[src/verilog/tmu_pkg.sv]
package tmu_pkg;

  // ----------------------------------------------------------------
  // Sizes
  // ----------------------------------------------------------------
  localparam int TMU_NCH = 6;
  localparam int TMU_ADDR_W = 8;
  localparam int TMU_DATA_W = 16;
  localparam int TMU_CNT_W = 16;

  // ----------------------------------------------------------------
  // Register map (byte addresses)
  // ----------------------------------------------------------------
  localparam logic [7:0] TMU_OFS_IRQ_EN = 8'h00;
  localparam logic [7:0] TMU_OFS_STATUS = 8'h08;
  localparam logic [7:0] TMU_OFS_CH4_IOSEL = 8'h10;
  localparam logic [7:0] TMU_OFS_CH5_IOSEL = 8'h11;
  localparam logic [7:0] TMU_OFS_CH4_GRA = 8'h12;
  localparam logic [7:0] TMU_OFS_CH5_GRA = 8'h13;

  // ----------------------------------------------------------------
  // Enable and status bit positions
  // ----------------------------------------------------------------
  localparam int TMU_BIT_CONV = 7;
  localparam int TMU_BIT_RSVD1 = 6;
  localparam int TMU_BIT_UDF = 5;
  localparam int TMU_BIT_OVF = 4;
  localparam int TMU_BIT_D = 3;
  localparam int TMU_BIT_B = 1;
  localparam int TMU_BIT_A = 0;

  // Writable bits: channels 0 and 3 versus channels 1, 2, 4 and 5
  localparam logic [7:0] TMU_EN_MASK_D = 8'h9b;
  localparam logic [7:0] TMU_EN_MASK_U = 8'hb3;
  localparam logic [7:0] TMU_ST_MASK_D = 8'h1b;
  localparam logic [7:0] TMU_ST_MASK_U = 8'h33;
  localparam logic [7:0] TMU_RSVD_ONES = 8'h40;

  // ----------------------------------------------------------------
  // Reset values
  // ----------------------------------------------------------------
  localparam logic [7:0] TMU_IRQ_EN_RST = 8'h00;
  localparam logic [7:0] TMU_IOSEL_RST = 8'h00;
  localparam logic [15:0] TMU_GRA_RST = 16'hffff;
  localparam logic [15:0] TMU_CNT_MIN = 16'h0000;
  localparam logic [15:0] TMU_CNT_MAX = 16'hffff;

  // ----------------------------------------------------------------
  // Carriers
  // ----------------------------------------------------------------
  typedef struct packed {
    logic udf;
    logic ovf;
    logic d;
    logic b;
    logic a;
  } tmu_irq_t;

  typedef struct packed {
    logic level;
    logic oe_n;
  } tmu_pin_t;

  typedef struct packed {
    logic [TMU_NCH-1:0][7:0] irq_en;
    logic [TMU_NCH-1:0][7:0] flag;
    logic [TMU_NCH-1:0][7:0] seen;
    logic [TMU_NCH-1:0][15:0] cnt_prev;
    logic [1:0][7:0] io_sel;
    logic [1:0][15:0] gra;
    logic [1:0] pin_lvl;
    logic [1:0] pin_prev;
    logic [TMU_NCH-1:0] conv;
    logic [15:0] rdata;
  } tmu_state_t;

endpackage : tmu_pkg

[src/verilog/tmu_io_irq.sv]
module tmu_io_irq
  import tmu_pkg::*;
#(
  parameter int NCH = TMU_NCH
) (
  input wire logic clock_i,
  input wire logic rst_i,
  input wire logic [TMU_ADDR_W-1:0] addr_i,
  input wire logic [TMU_DATA_W-1:0] wdata_i,
  input wire logic wr_i,
  input wire logic rd_i,
  output logic [TMU_DATA_W-1:0] rdata_o,
  input wire logic [NCH-1:0][TMU_CNT_W-1:0] counter_i,
  input wire logic [NCH-1:0] phase_mode_i,
  input wire logic [NCH-1:0] match_a_evt_i,
  input wire logic [NCH-1:0] match_b_evt_i,
  input wire logic [NCH-1:0] match_d_evt_i,
  input wire logic [NCH-1:0] overflow_evt_i,
  input wire logic ch3_a_event_i,
  input wire logic ch4_pin_a_i,
  output tmu_pin_t ch4_pin_a_o,
  input wire logic ch5_pin_a_i,
  output tmu_pin_t ch5_pin_a_o,
  output tmu_irq_t [NCH-1:0] irq_o,
  output logic [NCH-1:0] conv_start_o
);

  // ----------------------------------------------------------------
  // Helpers
  // ----------------------------------------------------------------
  function automatic logic has_d(input int ch);
    return (ch == 0) || (ch == 3);
  endfunction : has_d

  function automatic logic [7:0] en_mask(input int ch);
    return has_d(ch) ? TMU_EN_MASK_D : TMU_EN_MASK_U;
  endfunction : en_mask

  function automatic logic [7:0] st_mask(input int ch);
    return has_d(ch) ? TMU_ST_MASK_D : TMU_ST_MASK_U;
  endfunction : st_mask

  tmu_state_t s_r;
  tmu_state_t s_nxt;

  logic [1:0] pin_in;
  logic [1:0] cmp_mode;
  logic [1:0] cmp_match;
  logic [1:0] cap_evt;
  logic [1:0] a_evt_int;
  logic [NCH-1:0] a_evt;
  logic [NCH-1:0] udf_evt;

  assign pin_in = {ch5_pin_a_i, ch4_pin_a_i};

  // ----------------------------------------------------------------
  // Compare and capture for the A register of channels 4 and 5
  // ----------------------------------------------------------------
  always_comb begin
    logic [3:0] sel;
    logic rise;
    logic fall;
    sel = 4'h0;
    rise = 1'b0;
    fall = 1'b0;
    for (int k = 0; k < 2; k++) begin
      sel = s_r.io_sel[k][3:0];
      rise = pin_in[k] & ~s_r.pin_prev[k];
      fall = ~pin_in[k] & s_r.pin_prev[k];
      cmp_mode[k] = ~sel[3];
      cmp_match[k] = cmp_mode[k] && (s_r.gra[k] == counter_i[4+k]);
      cap_evt[k] = 1'b0;
      if (sel[3]) begin
        if ((k == 0) && sel[2]) begin
          cap_evt[k] = ch3_a_event_i;
        end else if (sel[1]) begin
          cap_evt[k] = rise | fall;
        end else if (sel[0]) begin
          cap_evt[k] = fall;
        end else begin
          cap_evt[k] = rise;
        end
      end
      // Channel 5 reaches the pin branches whatever bit 2 holds
      a_evt_int[k] = cmp_match[k] | cap_evt[k];
    end
  end

  // ----------------------------------------------------------------
  // Per-channel event sources
  // ----------------------------------------------------------------
  always_comb begin
    for (int c = 0; c < NCH; c++) begin
      if (c >= 4) begin
        a_evt[c] = a_evt_int[c-4];
      end else begin
        a_evt[c] = match_a_evt_i[c];
      end
      // Only phase counting channels can underflow
      udf_evt[c] = !has_d(c) && phase_mode_i[c] && (s_r.cnt_prev[c] == TMU_CNT_MIN)
                   && (counter_i[c] == TMU_CNT_MAX);
    end
  end

  // ----------------------------------------------------------------
  // Next state
  // ----------------------------------------------------------------
  always_comb begin
    logic [7:0] set_v;
    logic [7:0] clr_v;
    set_v = 8'h00;
    clr_v = 8'h00;
    s_nxt = s_r;
    s_nxt.pin_prev = pin_in;
    s_nxt.rdata = '0;

    for (int c = 0; c < NCH; c++) begin
      s_nxt.cnt_prev[c] = counter_i[c];
      s_nxt.conv[c] = a_evt[c] & s_r.irq_en[c][TMU_BIT_CONV];
    end

    // Pin level on compare match
    for (int k = 0; k < 2; k++) begin
      if (cmp_match[k]) begin
        case (s_r.io_sel[k][1:0])
          2'b01: s_nxt.pin_lvl[k] = 1'b0;
          2'b10: s_nxt.pin_lvl[k] = 1'b1;
          2'b11: s_nxt.pin_lvl[k] = ~s_r.pin_lvl[k];
          default: s_nxt.pin_lvl[k] = s_r.pin_lvl[k];
        endcase
      end
      if (cap_evt[k]) begin
        s_nxt.gra[k] = counter_i[4+k];
      end
    end

    // Register reads; a read arms the clear of flags seen at one
    if (rd_i) begin
      if (addr_i >= TMU_OFS_IRQ_EN && addr_i < TMU_OFS_IRQ_EN + 8'(NCH)) begin
        s_nxt.rdata = {8'h00, s_r.irq_en[addr_i - TMU_OFS_IRQ_EN] | TMU_RSVD_ONES};
      end else if (addr_i >= TMU_OFS_STATUS && addr_i < TMU_OFS_STATUS + 8'(NCH)) begin
        s_nxt.rdata = {8'h00, s_r.flag[addr_i - TMU_OFS_STATUS] | TMU_RSVD_ONES};
        s_nxt.seen[addr_i - TMU_OFS_STATUS] = s_r.flag[addr_i - TMU_OFS_STATUS];
      end else if (addr_i == TMU_OFS_CH4_IOSEL) begin
        s_nxt.rdata = {8'h00, s_r.io_sel[0]};
      end else if (addr_i == TMU_OFS_CH5_IOSEL) begin
        s_nxt.rdata = {8'h00, s_r.io_sel[1]};
      end else if (addr_i == TMU_OFS_CH4_GRA) begin
        s_nxt.rdata = s_r.gra[0];
      end else if (addr_i == TMU_OFS_CH5_GRA) begin
        s_nxt.rdata = s_r.gra[1];
      end else begin
        s_nxt.rdata = '0;
      end
    end

    // Register writes
    if (wr_i) begin
      if (addr_i >= TMU_OFS_IRQ_EN && addr_i < TMU_OFS_IRQ_EN + 8'(NCH)) begin
        for (int c = 0; c < NCH; c++) begin
          if (addr_i == TMU_OFS_IRQ_EN + 8'(c)) begin
            s_nxt.irq_en[c] = wdata_i[7:0] & en_mask(c);
          end
        end
      end else if (addr_i == TMU_OFS_CH4_IOSEL || addr_i == TMU_OFS_CH5_IOSEL) begin
        for (int k = 0; k < 2; k++) begin
          if (addr_i == TMU_OFS_CH4_IOSEL + 8'(k)) begin
            s_nxt.io_sel[k] = wdata_i[7:0];
            // Initial level loads on the write, ahead of any match
            if (!wdata_i[3]) begin
              s_nxt.pin_lvl[k] = wdata_i[2];
            end
          end
        end
      end else if (addr_i == TMU_OFS_CH4_GRA) begin
        s_nxt.gra[0] = wdata_i;
      end else if (addr_i == TMU_OFS_CH5_GRA) begin
        s_nxt.gra[1] = wdata_i;
      end
    end

    // Flags: set wins over a clear in the same cycle
    for (int c = 0; c < NCH; c++) begin
      set_v = 8'h00;
      set_v[TMU_BIT_A] = a_evt[c];
      set_v[TMU_BIT_B] = match_b_evt_i[c];
      set_v[TMU_BIT_D] = match_d_evt_i[c];
      set_v[TMU_BIT_OVF] = overflow_evt_i[c];
      set_v[TMU_BIT_UDF] = udf_evt[c];
      set_v = set_v & st_mask(c);
      clr_v = 8'h00;
      if (wr_i && addr_i == TMU_OFS_STATUS + 8'(c)) begin
        clr_v = ~wdata_i[7:0] & s_r.seen[c];
        s_nxt.seen[c] = 8'h00;
      end
      s_nxt.flag[c] = ((s_r.flag[c] & ~clr_v) | set_v) & st_mask(c);
    end
  end

  // ----------------------------------------------------------------
  // State register
  // ----------------------------------------------------------------
  always_ff @(posedge clock_i or posedge rst_i) begin
    if (rst_i) begin
      s_r <= '0;
      s_r.irq_en <= {NCH{TMU_IRQ_EN_RST}};
      s_r.io_sel <= {2{TMU_IOSEL_RST}};
      s_r.gra <= {2{TMU_GRA_RST}};
      // Parked at the top: a counter resting at its maximum is no wrap
      s_r.cnt_prev <= {TMU_NCH{TMU_CNT_MAX}};
    end else begin
      s_r <= s_nxt;
    end
  end

  // ----------------------------------------------------------------
  // Outputs
  // ----------------------------------------------------------------
  assign rdata_o = s_r.rdata;
  assign conv_start_o = s_r.conv;

  // Output is driven only in compare mode with a non-zero action code
  assign ch4_pin_a_o.level = s_r.pin_lvl[0];
  assign ch4_pin_a_o.oe_n = ~(~s_r.io_sel[0][3] && (s_r.io_sel[0][1:0] != 2'b00));
  assign ch5_pin_a_o.level = s_r.pin_lvl[1];
  assign ch5_pin_a_o.oe_n = ~(~s_r.io_sel[1][3] && (s_r.io_sel[1][1:0] != 2'b00));

  always_comb begin
    for (int c = 0; c < NCH; c++) begin
      irq_o[c].a = s_r.flag[c][TMU_BIT_A] & s_r.irq_en[c][TMU_BIT_A];
      irq_o[c].b = s_r.flag[c][TMU_BIT_B] & s_r.irq_en[c][TMU_BIT_B];
      irq_o[c].d = s_r.flag[c][TMU_BIT_D] & s_r.irq_en[c][TMU_BIT_D];
      irq_o[c].ovf = s_r.flag[c][TMU_BIT_OVF] & s_r.irq_en[c][TMU_BIT_OVF];
      irq_o[c].udf = s_r.flag[c][TMU_BIT_UDF] & s_r.irq_en[c][TMU_BIT_UDF];
    end
  end

  // ----------------------------------------------------------------
  // Assertions
  // ----------------------------------------------------------------
  property p_match_low;
    @(posedge clock_i) disable iff (rst_i)
      (cmp_match[0] && s_r.io_sel[0][1:0] == 2'b01 && !wr_i) |=> !ch4_pin_a_o.level;
  endproperty
  a_match_low: assert property (p_match_low)
    else $error("ch4 pin not low after match");

  property p_match_high;
    @(posedge clock_i) disable iff (rst_i)
      (cmp_match[1] && s_r.io_sel[1][1:0] == 2'b10 && !wr_i) |=> ch5_pin_a_o.level;
  endproperty
  a_match_high: assert property (p_match_high)
    else $error("ch5 pin not high after match");

  property p_match_toggle;
    @(posedge clock_i) disable iff (rst_i)
      (cmp_match[0] && s_r.io_sel[0][1:0] == 2'b11 && !wr_i)
        |=> (ch4_pin_a_o.level != $past(ch4_pin_a_o.level));
  endproperty
  a_match_toggle: assert property (p_match_toggle)
    else $error("ch4 pin did not toggle");

  property p_pin_disabled;
    @(posedge clock_i) disable iff (rst_i)
      (s_r.io_sel[0][3] || s_r.io_sel[0][1:0] == 2'b00) |-> ch4_pin_a_o.oe_n;
  endproperty
  a_pin_disabled: assert property (p_pin_disabled)
    else $error("ch4 pin driven while off");

  property p_init_level;
    @(posedge clock_i) disable iff (rst_i)
      (wr_i && addr_i == TMU_OFS_CH4_IOSEL && !wdata_i[3])
        |=> (ch4_pin_a_o.level == $past(wdata_i[2]));
  endproperty
  a_init_level: assert property (p_init_level)
    else $error("initial level wrong");

  property p_cap_rise;
    @(posedge clock_i) disable iff (rst_i)
      (s_r.io_sel[0][3:0] == 4'h8 && ch4_pin_a_i && !s_r.pin_prev[0] && !wr_i)
        |=> (s_r.gra[0] == $past(counter_i[4]));
  endproperty
  a_cap_rise: assert property (p_cap_rise)
    else $error("no capture on rising edge");

  property p_cap_fall_only;
    @(posedge clock_i) disable iff (rst_i)
      (s_r.io_sel[0][3:0] == 4'h9 && ch4_pin_a_i && !s_r.pin_prev[0]) |-> !cap_evt[0];
  endproperty
  a_cap_fall_only: assert property (p_cap_fall_only)
    else $error("rising edge captured");

  property p_cap_both;
    @(posedge clock_i) disable iff (rst_i)
      (s_r.io_sel[0][3:1] == 3'b101 && (ch4_pin_a_i != s_r.pin_prev[0])) |-> cap_evt[0];
  endproperty
  a_cap_both: assert property (p_cap_both)
    else $error("edge missed in both mode");

  property p_cap_ch3;
    @(posedge clock_i) disable iff (rst_i)
      (s_r.io_sel[0][3:2] == 2'b11) |-> (cap_evt[0] == ch3_a_event_i);
  endproperty
  a_cap_ch3: assert property (p_cap_ch3)
    else $error("cascade capture wrong");

  property p_ch5_bit2;
    @(posedge clock_i) disable iff (rst_i)
      (s_r.io_sel[1][3:0] == 4'hc && !ch5_pin_a_i && s_r.pin_prev[1]) |-> !cap_evt[1];
  endproperty
  a_ch5_bit2: assert property (p_ch5_bit2)
    else $error("ch5 bit 2 not ignored");

  property p_conv;
    @(posedge clock_i) disable iff (rst_i)
      conv_start_o[4] |-> ($past(a_evt[4]) && $past(s_r.irq_en[4][TMU_BIT_CONV]));
  endproperty
  a_conv: assert property (p_conv)
    else $error("converter start without cause");

  property p_rsvd_one;
    @(posedge clock_i) disable iff (rst_i)
      (rd_i && addr_i < TMU_OFS_IRQ_EN + 8'(NCH)) |=> (rdata_o[6] && !rdata_o[2]);
  endproperty
  a_rsvd_one: assert property (p_rsvd_one)
    else $error("reserved enable bits wrong");

  property p_clear_armed;
    @(posedge clock_i) disable iff (rst_i)
      (s_r.flag[1][TMU_BIT_A] && !s_nxt.flag[1][TMU_BIT_A])
        |-> (wr_i && s_r.seen[1][TMU_BIT_A]);
  endproperty
  a_clear_armed: assert property (p_clear_armed)
    else $error("flag cleared unarmed");

  property p_irq_ovf;
    @(posedge clock_i) disable iff (rst_i)
      irq_o[1].ovf == (s_r.flag[1][TMU_BIT_OVF] && s_r.irq_en[1][TMU_BIT_OVF]);
  endproperty
  a_irq_ovf: assert property (p_irq_ovf)
    else $error("overflow irq wrong");

  property p_udf_set;
    @(posedge clock_i) disable iff (rst_i)
      (phase_mode_i[2] && s_r.cnt_prev[2] == TMU_CNT_MIN && counter_i[2] == TMU_CNT_MAX)
        |=> s_r.flag[2][TMU_BIT_UDF];
  endproperty
  a_udf_set: assert property (p_udf_set)
    else $error("underflow flag not set");

  property p_rsvd_zero;
    @(posedge clock_i) disable iff (rst_i)
      (rd_i && addr_i == TMU_OFS_IRQ_EN + 8'd3) |=> !rdata_o[5];
  endproperty
  a_rsvd_zero: assert property (p_rsvd_zero)
    else $error("underflow enable set on channel 3");

  property p_rsvd_d;
    @(posedge clock_i) disable iff (rst_i)
      (rd_i && addr_i == TMU_OFS_IRQ_EN + 8'd5) |=> !rdata_o[3];
  endproperty
  a_rsvd_d: assert property (p_rsvd_d)
    else $error("D enable set on channel 5");

endmodule : tmu_io_irq

[config.mk]
export PLATFORM = sky130hd
export DESIGN_NAME = tmu_io_irq
export DESIGN_NICKNAME = d
export VERILOG_FILES = /design/src/verilog/tmu_pkg.sv /design/src/verilog/tmu_io_irq.sv
export SDC_FILE = /design/constraint.sdc
export NUM_CORES = 1
export LEC_CHECK = 0
export ABC_AREA = 1
export BUFFER_PORTS_ARGS = -buffer_cell sky130_fd_sc_hd__buf_4
export CORE_ASPECT_RATIO = 1.25
export CORE_UTILIZATION = 50
export DETAILED_ROUTE_END_ITERATION = 16
export MAX_ROUTING_LAYER = met4
export PLACE_DENSITY = 0.81
export SKIP_CTS_REPAIR_TIMING = 1
export SYNTH_ARGS = -nofsm -noshare
export SYNTH_HDL_FRONTEND = slang
export SYNTH_SLANG_ARGS = --single-unit
[constraint.sdc]
create_clock -name clock_i -period 16.5 [get_ports clock_i]
set_input_delay 4.95 -clock clock_i [delete_from_list [all_inputs] [get_ports clock_i]]
set_output_delay 4.95 -clock clock_i [all_outputs]
set_load 0.01 [all_outputs]
======== Word-level counts from Yosys, hierarchy flattened ========
Index checks and enable logic that the tools add are counted.
storage, ports and cells
  input port bits ......................... 157
  output and inout bits ................... 56
  logic and storage cells ................. 253
  register bits ........................... 240
cells by class
  magnitude comparators ................... 7
  bitwise operators ....................... 74
  reductions and logical operators ........ 55
  $add $sub $neg .......................... 1
  eq/ne operators ......................... 33
  muxes and demuxes ....................... 53
operator list
  operator                                             count
  two-way mux 16 bit                                   12
  two-way mux 48 bit                                   3
  two-way mux 8 bit                                    9
  two-way mux 34 bit                                   2
  == test 16 bit (second input constant)               4
  zero test 16 bit                                     4
  AND 6 bit                                            8
  binary-select mux 8 bit (select 3 bit)               2
  bitwise mux 48 bit                                   1
  == test 8 x 4 -> 1 bit (second input constant)       6
  AND reduction 3 bit                                  12
  AND 1 bit                                            34
  == test 16 bit                                       2
  == test 8 x 5 -> 1 bit (second input constant)       4
  two-way mux 32 bit                                   1
  NOT 6 bit                                            5
  nonzero test 2 bit                                   14
  demux 8 bit (select 3 bit)                           1
  < comparator 8 x 4 -> 1 bit (second input constant)  3
  two-way mux 6 bit                                    4
  bitwise OR 6 bit                                     4
  logical AND 1 bit                                    21
  AND 5 bit                                            4
  == test 8 x 2 -> 1 bit (second input constant)       2
  20 further kinds                                     61

======== Depth between registers and ports, before layout ========
Gate-level depths: netlist of the first run.
  depth after elaboration ................. 11
  gate-level depth with buffers ........... 11
  gate-level depth less buffers ........... 11

======== Worst setup path before layout of the first run ========
Ideal clock, no wire load.
  kind .................................... input port to flip-flop
  start ................................... input port ch4_pin_a_i
  end ..................................... register s_r[36] (netlist name)
  cell stages on the path ................. 9
  required time ........................... 16.412 ns
  setup slack ............................. 10.290 ns
  library setup time ...................... 0.088 ns
  buffers on the path ..................... 1
  arrival ................................. 6.122 ns
  cell sequence ........................... ha_1 or2_2 o21ai_0 o21ai_0 nand2_1 buf_2 nand2_1 o211ai_1 o21ai_0
RTL lines
  item                  line               RTL
  from (decl)           tmu_io_irq.sv:20   input wire logic ch4_pin_a_i,
  to (signal assigned)  tmu_io_irq.sv:212  s_r <= s_nxt;
  to (decl)             tmu_io_irq.sv:43   tmu_state_t s_r;

==> metrics.txt, run 1 <==
status=finished, final reports clean; Die ar.=between 20000 and 25000 um2; max_slew headroom=0.296; Post-DP Area=approximately 12000 um2; CTS HTree Levels=1; Yosys reg bits=216; vias in the first global route=8868; Die Ht=approximately 160 um; commonest non-fill, non-tap cell in the layout=nand2_1; drc violations=0; unrepaired setup endpoints after global routing=no; TritonCTS Sinks=about 220; setup violators final=0; clk_lat worst skew=approximately 0.53 ns; Routability Congestion=0.941; final hold vios=0; crit-path cells=buf_4 > ha_1 > or2_2 > o21ai_0 > o21ai_0 > nand2_1 > o211ai_1 > o21ai_0; slowest cell on the critical path=nand2_1; Longest Clk Path Bufs=3; gr ovfl total=0; Vias=roughly 9000; CP max stage delay=0.80 ns; GRT Total Usage=0.279; Core Region=20300 um2; drt first-iter violations=769; dpl cells=1592; minimum clock period=6.86 ns; hold crit path type=reg2reg; Worst IR Drop VDD=90.7 uV; input/output buffers=166; Core Rows=58; effective utilization at floorplan=0.515; most frequent cells in the layout=nand2_1 (282), buf_4 (167), inv_1 (139); Worst Setup Path Type=in2reg; Top cell by count, worst path=o21ai_0; TritonCTS buffer count=23; Area contributors post-synth=dfrtp_1 (29%), dfstp_2 (24%), nand2_1 (10%); R2R Setup Slk=13.74 ns; initial antenna violation count=0; finished layout cell area=12600 um2; CP Max Fanout=30; cell taking the most area after synthesis=dfrtp_1; post-synthesis instance total=between 1000 and 1500; Syn Area/Cell=8.67 um2; ys async rst share=1.00; Top delay family on crit path=compound AO/OA/AOI/OAI gates; Setup TNS=0 ns; first-pass GRT wire length=45.8 mm; CTS clock-pin slew for the worst setup and hold paths=0.07 ns; Tightest Pin Transition=1.05 ns; drt wl/cell=17.7 um; Die X=131 um; predominant post-synthesis flop cell=dfrtp_1; top-area cell type share of the netlist area=0.287; Final Max Slew Viols=0; Max Cap Viol=0; CTS tree=done; final wirelength=between 20 and 30 mm; Non-Filler Instances=between 1500 and 2000; io pins=213; synthesized area=10500 um2; synth-to-layout area growth=20.0%; Critical Path RT=between 15 and 20 ns; DRT antenna net count=0; Clock Tree Root=clkbuf_16; Syn. warnings=0; EDFF count, synth=0; vias per cell=5.60; Leak=between 6 and 7 nW; Cell variety after synth=47; ANT cells=0; Critical Path End Type=flip-flop; layout cells sized above 1=0.262; fill cell count=1738; Layout Skew=0.0217 ns; largest net degree at the start of global routing=roughly 140; layout net count=1510; post-synthesis sequential area ratio=0.528; CP arrival=between 7 and 8 ns; f_max=roughly 150 MHz; power per cell area=105 nW/um2; 1st-pass router iterations=6; Period Utilization, post-route=0.416; Worst setup SP type=primary input; dpl hpwl=20.5 mm; CP Buf/Inv Count=1
-- flip-flops by register name, indices dropped and copies added, names as in the netlist --
signal        count
ch4_pin_a_o       1
conv_start_o      6
s_r             192
ch5_pin_a_o       1
rdata_o          16
-- metrics by stage --
stage,hold slack [ns],total power [W],setup slack (ns),utilization
3_5_place_dp,0.474,0.000754,9.18,0.577
5_1_grt,0.522,0.00136,9.44,0.618
3_3_place_gp,0.467,0.000750,9.22,0.577
6_report,0.490,0.00131,9.64,0.618
2_1_floorplan,0.446,0.000692,5.80,-
4_1_cts,0.489,0.00132,9.68,0.618
-- power by group --
group          internal [W]  switching, W  leakage, nW
Clock              0.000349      0.000217        0.420
Combinational     0.0000558     0.0000924         3.13
Sequential         0.000579     0.0000219         2.56
Total              0.000983      0.000331         6.11
-- per-layer routing --
metal / part of all wire / wire [um] / vias up / GRT usage
met5: 0 / 0 / - / -
met4: 0.034 / 990 / 0 / 0.0962
met3: 0.066 / 1910 / 72 / 0.0336
met2: 0.51 / 14900 / 424 / 0.491
met1: 0.39 / 11200 / 4434 / 0.331
li1: - / - / 4213 / -
-- Yosys cell counts, types with 2 or more instances --
cell type  number
nand2_1       282
inv_1         140
dfrtp_1       120
o21ai_0       113
dfstp_2        96
nor2_1         85
nand3_1        80
buf_4          31
nand4_1        29
o22ai_1        24
o21ai_1        22
a21oi_1        19
nor4_1         17
o211ai_1       15
buf_2          14
inv_2          10
clkbuf_1        9
nand2_2         9
nor2_4          8
xnor2_1         8
a21o_1          7
a31oi_1         7
ha_1            6
nor3_1          6
o21bai_1        6
a21boi_0        4
nand3_2         4
nand3_4         4
nand3b_1        4
nor2_8          4
or2_2           4
buf_6           3
nor2_2          2
o21ai_2         2
-- path summary, 6_finish.rpt --
kind / start / end / cells after the start
setup / recovery: ch4_pin_a_i / s_r[38] / 8
hold / removal: s_r[72] / s_r[72] / 2
setup reg to reg: s_r[22] / s_r[38] / 8
hold reg to reg: s_r[72] / s_r[72] / 2
max in group asynchronous: rst_i / s_r[63] / 3
min in group asynchronous: rst_i / s_r[23] / 2
-- layout make-up --
| cell class | instances | area (um2) | share of cell area |
|---|---|---|---|
| Sequential cell | 216 | 5530 | 0.440 |
| Multi-Input combinational cell | 786 | 4000 | 0.318 |
| Timing Repair Buffer | 167 | 1250 | 0.0998 |
| Clock buffer | 36 | 758 | 0.0603 |
| Inverter | 153 | 598 | 0.0476 |
| Tap cell | 270 | 338 | 0.0269 |
| Clock inverter | 6 | 91.3 | 0.00727 |
-- worst register-to-register path: cells and delay by family (launching register included) --
family	cells	cell delay (ns)
AOI/OAI and AO/OA	4	1.19
and+or+nand+nor	2	0.90
DFF	1	0.38
adders and majority gates	1	0.12
buffers and inverters	1	0.06
-- cell families (layout without fill, tap and decap cells) --
family	Yosys count	in the layout	share of synthesized area
AND/OR/NAND/NOR	544	544	0.246
XOR/XNOR	9	9	0.00753
buffers and inverters	210	362	0.0918
adder cells (fa/ha/maj)	6	6	0.00717
AO/OA/AOI/OAI	221	221	0.119
other	1	6	0.000358
flip-flops	216	216	0.528
Power figures use the tool's default switching activity.
==> inputs of run 2 (changes only) <==
Clock period 16.5 ns to 6.84 ns, I/O delays scaled along.
==> run 2 against run 1 <==
Sequential share of layout area up 0.21 points. Global-route usage decreased by 0.62 points. First-iteration DRC count fell by 1.6%. Largest power group unchanged. Largest cell class unchanged. Count of clock-buffer cells in the layout is 5 lower.
==> metrics.txt, run 2 (same netlist as run 1, synthesis figures left out) <==
status=finished, final reports clean (unchanged); drt wl/cell=17.6 um (was 17.7 um); Core Region=20300 um2 (unchanged); max_slew headroom=0.336 (was 0.296); setup violators final=0 (unchanged); TritonCTS Sinks=216 (unchanged); layout cells sized above 1=0.261 (was 0.262); Critical Path End Type=flip-flop (unchanged); R2R Setup Slk=4.19 ns (was 13.74 ns); layout net count=1511 (was 1510); Vias=9025 (was 9143); Max Cap Viol=0 (unchanged); overall power=0.00308 W (was 0.00131 W); Core Rows=58 (unchanged); input/output buffers=166 (unchanged); clk_lat worst skew=0.51 ns (was 0.53 ns); Comb pwr share=0.117 (was 0.113); io pins=213 (unchanged); CP Max Fanout=32 (was 30); max reg flops=192 (unchanged); finished layout cell area=12500 um2 (was 12600 um2); unrepaired setup endpoints after global routing=no (unchanged); dpl cells=1594 (was 1592); drt first-iter violations=757 (was 769); reg2reg end=conv_start_o[4] (was s_r[38]); Worst setup SP type=primary input (unchanged); dpl hpwl=20.8 mm (was 20.5 mm); Tightest Pin Transition=0.994 ns (was 1.05 ns); gr ovfl total=0 (unchanged); synth-to-layout area growth=19.5% (was 20.0%); Die ar.=21500 um2 (unchanged); Setup TNS=0 ns (unchanged); commonest non-fill, non-tap cell in the layout=nand2_1 (unchanged); 1st-pass router iterations=6 (unchanged); most frequent cells in the layout=nand2_1 (282), buf_4 (168), inv_1 (139) (was nand2_1 (282), buf_4 (167), inv_1 (139)); final hold vios=0 (unchanged); DRT antenna net count=0 (unchanged); Clock power frac=0.412 (was 0.430); GRT Total Usage=0.273 (was 0.279); f_max=around 260 MHz; Top cell by count, worst path=nand2_2 (was o21ai_0); switching part of the total=0.253 (was 0.252); TritonCTS buffer count=22 (was 23); slowest cell on the critical path=nand2_1 (unchanged); Non-Filler Instances=1634 (unchanged); CTS HTree Levels=1 (unchanged); Clock Tree Root=clkbuf_16 (unchanged); Post-DP Area=11700 um2 (about the same); Hold Path End=s_r[72] (unchanged); Leak=6.07 nW (was 6.11 nW); sequential power share=0.471 (was 0.457); Int Power=0.00230 W (was 0.000983 W); Worst IR Drop VDD=214 uV (was 90.7 uV); switching power=0.000779 W (was 0.000331 W); fin util=0.616 (was 0.618); Routability Congestion=0.956 (was 0.941); Longest Clk Path Bufs=3 (unchanged); largest net degree at the start of global routing=111 (was 137); effective utilization at floorplan=0.515 (unchanged); Period Utilization, post-route=0.564; R2R Path Start=s_r[22] (unchanged); Final Max Slew Viols=0 (unchanged); Top reg by flops=s_r (unchanged); drc violations=0 (unchanged); crit-path cells=buf_4 > inv_2 > nand2_2 > nor2_4 > nand2_2 > inv_1 > nand2_1 > o211ai_1 > o21ai_0 (was buf_4 > ha_1 > or2_2 > o21ai_0 > o21ai_0 > nand2_1 > o211ai_1 > o21ai_0); Critical Path RT=7.24 ns (was 16.90 ns); CTS clock-pin slew for the worst setup and hold paths=0.07 ns (about the same); Die X=131 um (unchanged); hold crit path type=reg2reg (unchanged); first-pass GRT wire length=44.6 mm (was 45.8 mm); final wirelength=28.7 mm (was 29.0 mm); Hold Startpoint=s_r[72] (unchanged); CP max stage delay=0.64 ns (was 0.80 ns); vias in the first global route=8867 (was 8868); power per cell area=246 nW/um2 (was 105 nW/um2); CTS tree=done (unchanged); Layout Skew=0.00857 ns (was 0.0217 ns); Worst Setup Path Type=in2reg (unchanged); minimum clock period=3.86 ns; vias per cell=5.52 (was 5.60); Worst R2R Path Depth=7 (was 8); ANT cells=0 (unchanged); WHS Path Cells=2 (unchanged); initial antenna violation count=0 (unchanged); CP arrival=4.25 ns (was 7.26 ns); Die Ht=164 um (unchanged)
[run 2: power by group through the flow]
| stage | clock network, W | registers [W] | logic, W |
|---|---|---|---|
| final | 0.00127 | 0.00145 | 0.000359 |
| after CTS | 0.00128 | 0.00145 | 0.000357 |
| after floorplan | 0 | 0.00145 | 0.000219 |
| after global placement | 0 | 0.00147 | 0.000344 |
| after global routing | 0.00134 | 0.00146 | 0.000396 |
| after detailed placement | 0 | 0.00147 | 0.000352 |
[run 2: layout make-up]
cell class / count / area [um2]
Fill cell: 1752 / 7810
Sequential cell: 216 / 5530
Multi-Input combinational cell: 786 / 4000
Timing Repair Buffer: 169 / 1280
Clock buffer: 31 / 636
Inverter: 153 / 594
Tap cell: 270 / 338
Clock inverter: 9 / 130
[run 2: per-stage QoR]
| stage | worst slack, ns | hold slack (ns) |
|---|---|---|
| after floorplan | 2.05 | 0.446 |
| after global placement | 2.56 | 0.461 |
| after detailed placement | 2.50 | 0.474 |
| after CTS | 3.02 | 0.490 |
| after global routing | 2.79 | 0.505 |
| final | 2.98 | 0.488 |
[run 2: worst max path at each step]
stage | start | endpoint | slack (ns) | cells past startpoint
after floorplan | rst_i | ch4_pin_a_o[1] | 2.05 | 1
after global placement | ch4_pin_a_i | conv_start_o[4] | 2.56 | 7
after detailed placement | ch4_pin_a_i | conv_start_o[4] | 2.50 | 7
after CTS | ch4_pin_a_i | conv_start_o[4] | 3.02 | 7
after global routing | addr_i[7] | s_r[35] | 2.79 | 9
final | addr_i[0] | s_r[33] | 2.98 | 9
[run 2: per-layer routing]
| layer | vias up | track usage | routed length (um) |
|---|---|---|---|
| met2 | 462 | 0.472 | 14400 |
| met3 | 82 | 0.0346 | 2230 |
| met1 | 4277 | 0.318 | 10900 |
| met4 | 0 | 0.124 | 1220 |
| met5 | - | - | 0 |
| li1 | 4204 | - | - |
[run 2: worst max-delay path: cells and delay by family]
| family | cells | cell delay [ns] |
|---|---|---|
| AO/OA/AOI/OAI | 2 | 0.46 |
| buffers and inverters | 3 | 0.53 |
| AND/OR/NAND/NOR | 4 | 1.22 |
==> inputs of run 3 (changes only) <==
Clock period 6.84 ns to 4.05 ns, I/O delays scaled along.
==> run 3 against run 2 <==
First-iteration DRC count is 13% higher. Clock power is 76% higher. Critical path depth unchanged. Utilization increased by 0.44 points. Setup slack worse by 1.7 ns. Final area grew 0.72%. Wire length is essentially flat. Via count decreased by 0.47%. Combinational power increased by 70%. Count of clock-buffer cells in the layout rose by 3. Total power rose by 72%. Largest power group unchanged.
==> metrics.txt, run 3 (same netlist as run 1, synthesis figures left out) <==
final wirelength=28.8 mm (was 28.7 mm); Longest Clk Path Bufs=3 (unchanged); Top reg by flops=s_r (unchanged); synth-to-layout area growth=20.3% (was 19.5%); routed wl met2=14.6 mm (was 14.4 mm); status=finished, final reports clean (unchanged); CTS clock-pin slew for the worst setup and hold paths=0.06 ns (was 0.07 ns); dpl hpwl=20.9 mm (was 20.8 mm); Post-DP Area=11800 um2 (was 11700 um2); drt first-iter violations=852 (was 757); final hold vios=0 (unchanged); vias per cell=5.48 (was 5.52); input/output buffers=166 (unchanged); Critical Path RT=4.46 ns (was 7.24 ns); Vias=8983 (was 9025); max_slew headroom=0.451 (was 0.336); initial antenna violation count=0 (unchanged); first-pass GRT wire length=45.6 mm (was 44.6 mm); Layout Skew=0.0102 ns (was 0.00857 ns); hold crit path type=reg2reg (unchanged); Register Area=5530 um2 (unchanged); commonest non-fill, non-tap cell in the layout=nand2_1 (unchanged); minimum clock period=2.81 ns; Hold Worst Slack=0.485 ns (was 0.488 ns); vias in the first global route=9017 (was 8867); met1 wire length=11.3 mm (was 10.9 mm); Setup TNS=0 ns (unchanged); Worst IR Drop VDD=347 uV (was 214 uV); Core Rows=58 (unchanged); finished layout cell area=12600 um2 (was 12500 um2); multi-input logic area=4000 um2 (unchanged); Die ar.=21500 um2 (unchanged); setup violators final=0 (unchanged); Routability Congestion=0.956 (unchanged); gr ovfl total=0 (unchanged); DR top layer=met4 (unchanged); Die X=131 um (unchanged); CTS tree=done (unchanged); layout net count=1517 (was 1511); Worst Setup Path Type=in2reg (unchanged); largest net degree at the start of global routing=95 (was 111); CP arrival=3.22 ns (was 4.25 ns); Non-Filler Instances=1639 (was 1634); layout cells sized above 1=0.264 (was 0.261); Period Utilization, post-route=0.694; TritonCTS buffer count=23 (was 22); io pins=213 (unchanged); CP Max Fanout=30 (was 32); ANT cells=0 (unchanged); drc violations=0 (unchanged); Leak=6.12 nW (was 6.07 nW); CTS HTree Levels=1 (unchanged); 1st-pass router iterations=5 (was 6); most frequent cells in the layout=nand2_1 (282), buf_4 (172), inv_1 (139) (was nand2_1 (282), buf_4 (168), inv_1 (139)); Max Cap Viol=0 (unchanged); TritonCTS Sinks=216 (unchanged); power per cell area=420 nW/um2 (was 246 nW/um2); Critical Path End Type=flip-flop (unchanged); drt wl/cell=17.5 um (was 17.6 um); Core Region=20300 um2 (unchanged); met3 WL=1.76 mm (was 2.23 mm); Worst setup SP type=primary input (unchanged); effective utilization at floorplan=0.515 (unchanged); f_max=356 MHz; Final Max Slew Viols=0 (unchanged); Tightest Pin Transition=0.821 ns (was 0.994 ns); unrepaired setup endpoints after global routing=no (unchanged); max reg flops=192 (unchanged); fin util=0.620 (was 0.616); dpl cells=1599 (was 1594); DRT antenna net count=0 (unchanged); Die Ht=164 um (unchanged); clk_lat worst skew=0.51 ns (about the same); GRT Total Usage=0.279 (was 0.273); Clock Tree Root=clkbuf_16 (unchanged); fill cell count=1793 (was 1752)
## run 3: power by group
group | internal (W) | switching [W]
Sequential | 0.00236 | 0.0000885
Clock | 0.00138 | 0.000845
Combinational | 0.000235 | 0.000376
## run 3: critical path, cell delays in order
cell	delay [ns]
buf_4	0.19
nor2_4	0.15
inv_2	0.08
nor2_1	0.24
nand2_1	0.19
inv_2	0.21
nand2_1	0.52
o21ai_0	0.29
o22ai_1	0.11
## run 3: metrics by stage
step	worst slack, ns	power [W]
finish	1.24	0.00529
global placement	0.796	0.00306
global route	1.03	0.00548
detailed placement	0.755	0.00308
floorplan	0.101	0.00282
CTS	1.29	0.00531
## run 3: routing by layer
metal / track usage / vias to the layer above
met1: 0.329 / 4282
met4: 0.118 / 0
li1: - / 4220
met2: 0.486 / 397
met3: 0.0324 / 84
met5: - / -
## run 3: layout make-up
type | instances | share of cell area
timing repair buffer | 174 | 0.106
tap | 270 | 0.0268
sequential | 216 | 0.439
inverter | 153 | 0.0472
clock buffer | 34 | 0.0555
clock inverter | 6 | 0.00844
multi-input combinational | 786 | 0.318
## run 3: worst paths after layout
kind                       depth (start not counted)     endpoint  slack [ns]      start
max in group asynchronous                          3      s_r[27]        2.30      rst_i
min in group asynchronous                          2  rdata_o[11]        0.82      rst_i
max                                                9      s_r[53]        1.24  addr_i[2]
min                                                2     s_r[210]        0.48   s_r[210]
max reg2reg                                        6      s_r[53]        1.98    s_r[23]
min reg2reg                                        2     s_r[210]        0.48   s_r[210]
